--- config.mk ---
export PLATFORM = sky130hd
export DESIGN_NAME = ebrg_arbiter
export DESIGN_NICKNAME = d
export VERILOG_FILES = /design/src/ebrg_pkg.sv /design/src/ebrg_arbiter.sv /design/src/ebrg_sync.sv
export VERILOG_INCLUDE_DIRS = /design/src /design/src/src
export SDC_FILE = /design/constraint.sdc
export NUM_CORES = 1
export LEC_CHECK = 0
export ABC_AREA = 1
export BUFFER_PORTS_ARGS = -buffer_cell sky130_fd_sc_hd__buf_2
export CELL_PAD_IN_SITES_DETAIL_PLACEMENT = 1
export CELL_PAD_IN_SITES_GLOBAL_PLACEMENT = 1
export CORE_ASPECT_RATIO = 1.2
export CORE_MARGIN = 10
export CORE_UTILIZATION = 32
export DETAILED_ROUTE_END_ITERATION = 8
export HOLD_SLACK_MARGIN = 0.06
export PLACE_DENSITY = 0.77
export SLEW_MARGIN = 20
export SYNTH_ARGS = -nofsm -noshare
export SYNTH_HDL_FRONTEND = slang
export SYNTH_SLANG_ARGS = --single-unit
--- constraint.sdc ---
create_clock -name clk_i -period 0.9 [get_ports clk_i]
set_input_delay 0.18 -clock clk_i [delete_from_list [all_inputs] [get_ports clk_i]]
set_output_delay 0.18 -clock clk_i [all_outputs]
set_load 0.005 [all_outputs]
--- src/ebrg_cfg.svh ---
// constants for the external bus request and grant block
// assumes inclusion by bare name from the design files
`ifndef EBRG_CFG_SVH
`define EBRG_CFG_SVH
// reset values of the active-low pin drivers (released)
`define EBRG_GRANT_RST 1'b1
`define EBRG_HUNG_RST 1'b1
// synchroniser flops reset to the released (high) level
`define EBRG_SYNC_RST 1'b1
// synchroniser depth for pin inputs
`define EBRG_SYNC_DEPTH 2
`endif

--- src/ebrg_pkg.sv ---
// types shared by the bus request and grant block
// assumes the cfg header is included by each design file
package ebrg_pkg;
   // ----------------------------------------
   // arbiter states, one-hot
   // ----------------------------------------
   typedef enum logic [2:0]
   {
      ST_OWN = 3'b001, // processor owns the bus
      ST_GRANTED = 3'b010, // bus handed to the external master
      ST_HUNG = 3'b100 // granted and processor stalled on the bus
   } ebrg_state_e;
endpackage : ebrg_pkg

--- src/ebrg_arbiter.sv ---
// bus request and grant arbiter sitting in front of the processor core
// assumes the core reports its external accesses on clk_i and obeys halt
`timescale 1ns/10ps
`default_nettype none
`include "ebrg_cfg.svh"
// Function
// - idle bus: grant, float, halt next cycle
// - continue mode: halt only at external access
// - access in progress: grant after it ends
// - grant mid-instruction, wait only access end
// - grant in gap between two accesses
// - request withdrawn: ungrant, drive, resume
// - requests served during reset and boot
// - hung output when stalled needing bus
// - on return drop grant, hung; access proceeds
// - emulator enable selects emulator pins
// - emulator mode floats normal grant output
module ebrg_arbiter
(
   input wire logic clk_i, // processor instruction clock
   input wire logic arst_n_i, // power-on reset, active low
   input wire logic bus_request_n_i, // system bus request pin
   input wire logic reset_n_i, // system reset pin
   input wire logic emulator_enable_i, // emulator takes control
   input wire logic emulator_reset_n_i, // emulator reset pin
   input wire logic emulator_bus_request_n_i, // emulator bus request pin
   input wire logic go_mode_i, // continue until external access
   input wire logic ext_access_busy_i, // core external access this cycle
   input wire logic ext_access_need_i, // core wants bus for mem or dma
   output logic bus_grant_n_o, // normal grant pin level
   output logic bus_grant_oe_o, // normal grant driver enable
   output logic emulator_bus_grant_n_o, // emulator grant pin
   output logic grant_hung_n_o, // stalled needing the bus
   output logic bus_drive_en_o, // enable for data, addr, strobes
   output logic core_halt_o, // stop the core
   output logic core_reset_n_o // selected reset to the core
);
   // ----------------------------------------
   // pin synchronisers
   // ----------------------------------------
   // every pin below is asynchronous to clk_i, so each passes two
   // flip-flops before the arbiter reads it; this costs two cycles of
   // request latency, which the master simply sees as a slower grant
   logic sys_req_n_sync; // system request, active low
   logic emu_req_n_sync; // emulator request, active low
   logic rst_sync; // system reset, active low
   logic erst_sync; // emulator reset, active low
   logic emu_on_sync; // emulator control, active high
   logic emu_off_sync; // emulator control as synchronised, inverted
   logic [4:0] pin_raw; // raw pin levels, one per synchroniser
   logic [4:0] pin_sync; // the same levels after two flops
   // enable is active high; inverted through the sync so reset reads low
   assign pin_raw = {~emulator_enable_i, emulator_reset_n_i, reset_n_i,
      emulator_bus_request_n_i, bus_request_n_i};
   // one synchroniser per pin, all alike
   genvar pin_idx;
   generate
      for (pin_idx = 0; pin_idx < 5; pin_idx = pin_idx + 1)
      begin : g_pin_sync
         ebrg_sync u_sync
         (
            .clk_i(clk_i),
            .arst_n_i(arst_n_i),
            .d_i(pin_raw[pin_idx]),
            .q_o(pin_sync[pin_idx])
         );
      end
   endgenerate
   // split the vector back into named levels
   assign sys_req_n_sync = pin_sync[0];
   assign emu_req_n_sync = pin_sync[1];
   assign rst_sync = pin_sync[2];
   assign erst_sync = pin_sync[3];
   assign emu_off_sync = pin_sync[4];
   assign emu_on_sync = ~emu_off_sync;
   // ----------------------------------------
   // pin selection
   // ----------------------------------------
   logic req;
   // emulator pins replace the system pins when enabled
   assign req = emu_on_sync ? ~emu_req_n_sync : ~sys_req_n_sync;
   assign core_reset_n_o = emu_on_sync ? erst_sync : rst_sync;
   // ----------------------------------------
   // arbiter state
   // ----------------------------------------
   ebrg_pkg::ebrg_state_e state_q;
   ebrg_pkg::ebrg_state_e state_d;
   // next state; reset pin is not an input here so requests work in reset
   always_comb
   begin
      state_d = state_q;
      unique case (state_q)
         ebrg_pkg::ST_OWN:
         begin
            // wait only for the current access, not the instruction
            // the gap between two accesses is a non-busy cycle
            if (req && !ext_access_busy_i)
               state_d = ebrg_pkg::ST_GRANTED;
         end
         ebrg_pkg::ST_GRANTED:
         begin
            if (!req)
               state_d = ebrg_pkg::ST_OWN;
            else if (ext_access_need_i)
               state_d = ebrg_pkg::ST_HUNG;
         end
         ebrg_pkg::ST_HUNG:
         begin
            // master answers the hung flag by dropping its request
            if (!req)
               state_d = ebrg_pkg::ST_OWN;
         end
         default:
            state_d = ebrg_pkg::ST_OWN;
      endcase
   end
   // state register
   always_ff @(posedge clk_i or negedge arst_n_i)
   begin
      if (!arst_n_i)
         state_q <= ebrg_pkg::ST_OWN;
      else
         state_q <= state_d;
   end
   // ----------------------------------------
   // registered pin outputs
   // ----------------------------------------
   logic grant_n_q;
   logic hung_n_q;
   logic granted;
   assign granted = (state_q != ebrg_pkg::ST_OWN);
   // grant and hung follow state; both drop together on return
   always_ff @(posedge clk_i or negedge arst_n_i)
   begin
      if (!arst_n_i)
      begin
         grant_n_q <= `EBRG_GRANT_RST;
         hung_n_q <= `EBRG_HUNG_RST;
      end
      else
      begin
         grant_n_q <= (state_d == ebrg_pkg::ST_OWN);
         hung_n_q <= (state_d != ebrg_pkg::ST_HUNG);
      end
   end
   assign bus_grant_n_o = grant_n_q;
   assign emulator_bus_grant_n_o = emu_on_sync ? grant_n_q : 1'b1;
   // normal grant floats under emulator control
   assign bus_grant_oe_o = ~emu_on_sync;
   // shared lines float whenever granted; master owns them then
   assign bus_drive_en_o = grant_n_q;
   // halt: at once normally, at the first external need in go mode
   // going back to own resumes the core where it stopped
   // a hung core stays halted even if its need flickers
   assign core_halt_o = granted
      && (!go_mode_i || ext_access_need_i || state_q == ebrg_pkg::ST_HUNG);
   // ----------------------------------------
   // checks
   // ----------------------------------------
   // every check runs on the processor clock and is off while the
   // power-on reset is low; the system reset pin does not disable them,
   // since requests must still be served while the core sits in reset
   // an idle bus is handed over one cycle after the request is seen
   chk_grant_idle: assert property (@(posedge clk_i) disable iff (!arst_n_i)
      (state_q == ebrg_pkg::ST_OWN && req && !ext_access_busy_i) |=> !bus_grant_n_o)
      else $error("grant not given on idle bus");

   // a running external access keeps the bus with the processor
   chk_wait_access: assert property (@(posedge clk_i) disable iff (!arst_n_i)
      (state_q == ebrg_pkg::ST_OWN && ext_access_busy_i) |=> bus_grant_n_o)
      else $error("grant given during external access");

   // shared lines follow the grant flop alone, which tracks the state
   chk_float_granted: assert property (@(posedge clk_i) disable iff (!arst_n_i)
      (state_q != ebrg_pkg::ST_OWN) |-> !bus_drive_en_o)
      else $error("bus driven while granted");

   // go mode keeps the core running until it needs the bus
   chk_go_mode: assert property (@(posedge clk_i) disable iff (!arst_n_i)
      (state_q == ebrg_pkg::ST_GRANTED && go_mode_i && !ext_access_need_i) |-> !core_halt_o)
      else $error("go mode halted without need");

   // dropping the request gives everything back in one cycle
   chk_release: assert property (@(posedge clk_i) disable iff (!arst_n_i)
      (granted && !req) |=> (bus_grant_n_o && bus_drive_en_o && !core_halt_o))
      else $error("release not honoured");

   // a need while granted raises the hung flag next cycle
   chk_hung_set: assert property (@(posedge clk_i) disable iff (!arst_n_i)
      (state_q == ebrg_pkg::ST_GRANTED && req && ext_access_need_i) |=> !grant_hung_n_o)
      else $error("hung flag missing");

   // grant and hung go away together on return
   chk_hung_clear: assert property (@(posedge clk_i) disable iff (!arst_n_i)
      (!grant_hung_n_o && !req) |=> (grant_hung_n_o && bus_grant_n_o))
      else $error("hung not cleared on return");

   // hung only makes sense while the bus is away
   chk_hung_only: assert property (@(posedge clk_i) disable iff (!arst_n_i)
      !grant_hung_n_o |-> !bus_grant_n_o)
      else $error("hung without grant");

   // normal grant pin is released under emulator control
   chk_emu_float: assert property (@(posedge clk_i) disable iff (!arst_n_i)
      emu_on_sync |-> !bus_grant_oe_o)
      else $error("grant driven in emulator mode");

   // a held core reset does not block the arbiter
   chk_reset_serve: assert property (@(posedge clk_i) disable iff (!arst_n_i)
      (!core_reset_n_o && state_q == ebrg_pkg::ST_OWN && req && !ext_access_busy_i)
      |=> !bus_grant_n_o)
      else $error("request ignored in reset");

   // grant stands for as long as the request is held
   chk_grant_stands: assert property (@(posedge clk_i) disable iff (!arst_n_i)
      (granted && req) |=> !bus_grant_n_o)
      else $error("grant dropped while requested");

   // no request, no grant
   chk_no_request: assert property (@(posedge clk_i) disable iff (!arst_n_i)
      (state_q == ebrg_pkg::ST_OWN && !req) |=> bus_grant_n_o)
      else $error("grant without request");

   // outside go mode the core stops as soon as the bus is away
   chk_halt_plain: assert property (@(posedge clk_i) disable iff (!arst_n_i)
      (granted && !go_mode_i) |-> core_halt_o)
      else $error("core not halted while granted");

   // in go mode an external need stops the core
   chk_halt_need: assert property (@(posedge clk_i) disable iff (!arst_n_i)
      (granted && ext_access_need_i) |-> core_halt_o)
      else $error("core not halted on need");

   // owning the bus means the core runs
   chk_run_own: assert property (@(posedge clk_i) disable iff (!arst_n_i)
      (state_q == ebrg_pkg::ST_OWN) |-> !core_halt_o)
      else $error("core halted while owning bus");

   // hung stands while the master keeps the bus
   chk_hung_stands: assert property (@(posedge clk_i) disable iff (!arst_n_i)
      (state_q == ebrg_pkg::ST_HUNG && req) |=> !grant_hung_n_o)
      else $error("hung dropped while requested");

   // hung never jumps straight from owning the bus
   chk_hung_entry: assert property (@(posedge clk_i) disable iff (!arst_n_i)
      (state_q == ebrg_pkg::ST_OWN) |=> grant_hung_n_o)
      else $error("hung raised from own");

   // processor drives the shared lines whenever it owns them
   chk_drive_own: assert property (@(posedge clk_i) disable iff (!arst_n_i)
      (state_q == ebrg_pkg::ST_OWN) |-> bus_drive_en_o)
      else $error("bus not driven while owned");

   // a free cycle between two accesses is used for the grant
   chk_access_gap: assert property (@(posedge clk_i) disable iff (!arst_n_i)
      (state_q == ebrg_pkg::ST_OWN && req && $past(ext_access_busy_i) && !ext_access_busy_i)
      |=> !bus_grant_n_o)
      else $error("gap between accesses not used");

   // emulator grant pin idles high outside emulator control
   chk_emu_idle: assert property (@(posedge clk_i) disable iff (!arst_n_i)
      !emu_on_sync |-> emulator_bus_grant_n_o)
      else $error("emulator grant outside emulator mode");

   // emulator grant carries the arbiter grant in emulator mode
   chk_emu_follow: assert property (@(posedge clk_i) disable iff (!arst_n_i)
      emu_on_sync |-> (emulator_bus_grant_n_o == bus_grant_n_o))
      else $error("emulator grant differs from grant");

   // normal grant pin is driven outside emulator control
   chk_sys_drive: assert property (@(posedge clk_i) disable iff (!arst_n_i)
      !emu_on_sync |-> bus_grant_oe_o)
      else $error("grant pin floated in normal mode");

   // shared lines stay released in reset while granted
   chk_reset_float: assert property (@(posedge clk_i) disable iff (!arst_n_i)
      (!core_reset_n_o && state_q != ebrg_pkg::ST_OWN) |-> !bus_drive_en_o)
      else $error("bus driven in reset while granted");

   // a hung core never runs
   chk_hung_halt: assert property (@(posedge clk_i) disable iff (!arst_n_i)
      (state_q == ebrg_pkg::ST_HUNG) |-> core_halt_o)
      else $error("core runs while hung");

   // emulator request alone wins the bus in emulator mode
   chk_emu_request: assert property (@(posedge clk_i) disable iff (!arst_n_i)
      (emu_on_sync && state_q == ebrg_pkg::ST_OWN && !ext_access_busy_i && !emu_req_n_sync)
      |=> !bus_grant_n_o)
      else $error("emulator request ignored");

   // without an emulator request the bus stays home in emulator mode
   chk_emu_quiet: assert property (@(posedge clk_i) disable iff (!arst_n_i)
      (emu_on_sync && state_q == ebrg_pkg::ST_OWN && emu_req_n_sync)
      |=> bus_grant_n_o)
      else $error("grant without emulator request");

   // ----------------------------------------
   // scenario covers
   // ----------------------------------------
   // plain grant
   cov_grant: cover property (@(posedge clk_i) disable iff (!arst_n_i)
      bus_grant_n_o ##1 !bus_grant_n_o);
   // hung raised and later cleared
   cov_hung: cover property (@(posedge clk_i) disable iff (!arst_n_i)
      grant_hung_n_o ##1 !grant_hung_n_o ##1 grant_hung_n_o);
   // grant held back by an access
   cov_delayed: cover property (@(posedge clk_i) disable iff (!arst_n_i)
      (req && ext_access_busy_i && state_q == ebrg_pkg::ST_OWN) ##1 !ext_access_busy_i);
   // grant on the emulator pin
   cov_emu: cover property (@(posedge clk_i) disable iff (!arst_n_i)
      emu_on_sync && !emulator_bus_grant_n_o);
   // core still running while granted in go mode
   cov_go_run: cover property (@(posedge clk_i) disable iff (!arst_n_i)
      granted && go_mode_i && !core_halt_o);
   // hung output from its own flop
   assign grant_hung_n_o = hung_n_q;
endmodule : ebrg_arbiter
`default_nettype wire

--- src/ebrg_sync.sv ---
// two flip-flop synchroniser for the request, reset and enable pins
// assumes pins are asynchronous to clk_i
`timescale 1ns/10ps
`default_nettype none
`include "ebrg_cfg.svh"
module ebrg_sync
(
   input wire logic clk_i, // processor clock
   input wire logic arst_n_i, // async reset, active low
   input wire logic d_i, // raw pin level
   output logic q_o // synchronised level
);
   // ----------------------------------------
   // first stage is read only by the second stage
   // ----------------------------------------
   logic meta_q;
   logic sync_q;
   // reset to released (high) so a held pin only acts after two edges
   always_ff @(posedge clk_i or negedge arst_n_i)
   begin
      if (!arst_n_i)
      begin
         meta_q <= `EBRG_SYNC_RST;
         sync_q <= `EBRG_SYNC_RST;
      end
      else
      begin
         meta_q <= d_i;
         sync_q <= meta_q;
      end
   end
   assign q_o = sync_q;
endmodule : ebrg_sync
`default_nettype wire

==> reports/metrics.cfg <==
[sta]
timing_hold_violations_final=0
finalCritPeriodShare_pct=160
holdWs_ps=152
rsz0062_at_grt=true
clock_skew_ps=8.77
slew_viol_final=0
fin_ws_ps=-543
slew_headroom_pct=79.3
tightest_slew_ps=311
layout_min_cycle_time_ps=1440
max_freq_mhz=693
finalSetupViolCount=12

[floorplan]
start_util_pct=34.5
die-width_um=58.6
placementRows=16
die_area_mm2=0.00389
ios=17
core_mm2=0.00166
die_h_um=66.4

[worst_setup_path]
crit_family=flip-flops
critical_path_class=reg2out
worstSetupEndpointType=output pin
cp.depth=6
path_max_fanout=3
crit_chain=nor2_2 > nand2_2 > nand2_2 > nor2_2 > nor2_1 > buf_2
crit_buf_inv=1
slowest_stage=dfstp_2
startpoint_type=flip-flop
cpPeakStageDelay_ps=560
cp.required_ps=720
rr_worst_depth=7
cp_data_arrival_time_ps=1260

[clock_tree]
clock-sinks=15
cts_max_path_buffers=2
numCtsBuffers=3
htree_levels=1
clockRootBuffer=clkbuf_4
worstSkewPairLatency_ps=280
cts_tree=built
cts.clk_slew.worst_paths_ps=90

[min_path]
hold_path.class=in2reg
whs_path_depth=3

[logic_synthesis]
seq_area_frac_synth_pct=68.3
yosys_warnings=0
syn_avg_cell_area_um2=10.6
ys_seq_elements=15
syn_nets=64
syn_area_um2=573
synth_cell_type_count=13
syn_inst=54

[job]
drv_cap=0

[placed_design]
post-place-cells=90
dp_slack_ps=-229
dp_hpwl_um=1030
place.port_buffers=16
placed_area_um2=691
gp_congestion=0.723

[finish]
synthToLayoutAreaGrowth_pct=52.2
utilization_pct=52.5
final_common_cell=dfstp_2
diodes=0
design_area_um2=872
drive_gt1_share_pct=61.2
final_cell_mix=13 x dfstp_2, 11 x inv_1, 11 x buf_2
finalNonFillerCells=103
nets=96

[routing]
drt_first_pass_iters=4
drc_errors=0
drtIter0Drc=1
viasPerCell=4.49
detail-route-antenna-nets=0
vias=462
wl_um=1540
avgRoutedWirePerCell_um=15.0

[grt]
grt_pass1_vias=570
grt-ovfl-total=0
grt_antenna_before_repair=0
grt_first_pass_wirelength_um=2620
grt_max_degree=16
grt.total_usage_pct=8.97

[outcome]
status=finished, violations left
violations=setup timing

[power]
p_leak_nw=0.447
power_density_mw_per_mm2=1590
peakVddDrop_mv=0.682

tightest hold or removal path, stage by stage:
cell and delay, ps:
buf_2 110, nand2_2 80, nand3_1 70
path summary, 6_finish.rpt:
check | end | from | slack (ps)
max | core_halt_o | state_q[0] | -540
min | bus_drive_en_o | ext_access_busy_i | 150
max reg2reg | state_q[2] | state_q[0] | -280
min reg2reg | g_pin_sync[3].u_sync.q_o | g_pin_sync[3].u_sync.meta_q | 350
max in group asynchronous | g_pin_sync[1].u_sync.q_o | arst_n_i | 280
min in group asynchronous | state_q[2] | arst_n_i | 330
cells by family after synthesis:
kind of cell,synth area share [%]
flops,68.3
buf+inv,9.82
simple gates,21.8
report_power, final:
group | total (mW) | switching, mW | leakage (nW) | internal (mW)
Clock | 0.377 | 0.205 | 0.0150 | 0.172
Sequential | 0.766 | 0.0269 | 0.164 | 0.740
Combinational | 0.240 | 0.114 | 0.268 | 0.126
flip-flops by register name, summed over array words and instances, names as in the netlist:
register	cells
g_pin_sync.u_sync.q_o	5
state_q	3
g_pin_sync.u_sync.meta_q	5
bus_drive_en_o	1
grant_hung_n_o	1
per-layer routing:
| layer | part of all wire [%] | GRT usage (%) | vias up |
|---|---|---|---|
| met4 | 1.8 | 6.03 | 0 |
| met2 | 58 | 16.2 | 10 |
| met5 | 0 | 0 | - |
| met1 | 36 | 8.26 | 226 |
| li1 | - | - | 222 |
| met3 | 4.7 | 2.88 | 4 |
area by class of cell:
cell class	count	area [um2]
Clock buffer	4	26.3
Fill cell	182	790
Inverter	13	48.8
Multi-Input combinational cell	25	163
Sequential cell	15	392
Tap cell	18	22.5
Timing Repair Buffer	28	220
Yosys cell counts (all sizes together):
library cell  number  area share, %
nand3              7            7.0
inv               13            8.5
dfstp             13             60
nand4              1            1.1
nor2               5            3.7
buf                1            1.3
dfrtp              2            8.7
nand2             11            9.0
or2                1            1.1
through the flow:
step / total power [mW] / TNS (ps)
4_1_cts: 1.37 / -2960
5_1_grt: 1.46 / -4010
3_5_place_dp: 0.947 / -1030
3_3_place_gp: 0.935 / -871
2_1_floorplan: 0.851 / -190
6_report: 1.38 / -3390
timing repair:
item                       4_1_cts  5_1_grt
gates cloned                     0        0
setup endpoints to repair       12       12
setup buffers                    2        2
hold buffers                     6        0
resized for setup                9        7
hold endpoints to repair        20        0
pin swaps                        3        1
Power figures use the tool's default switching activity.
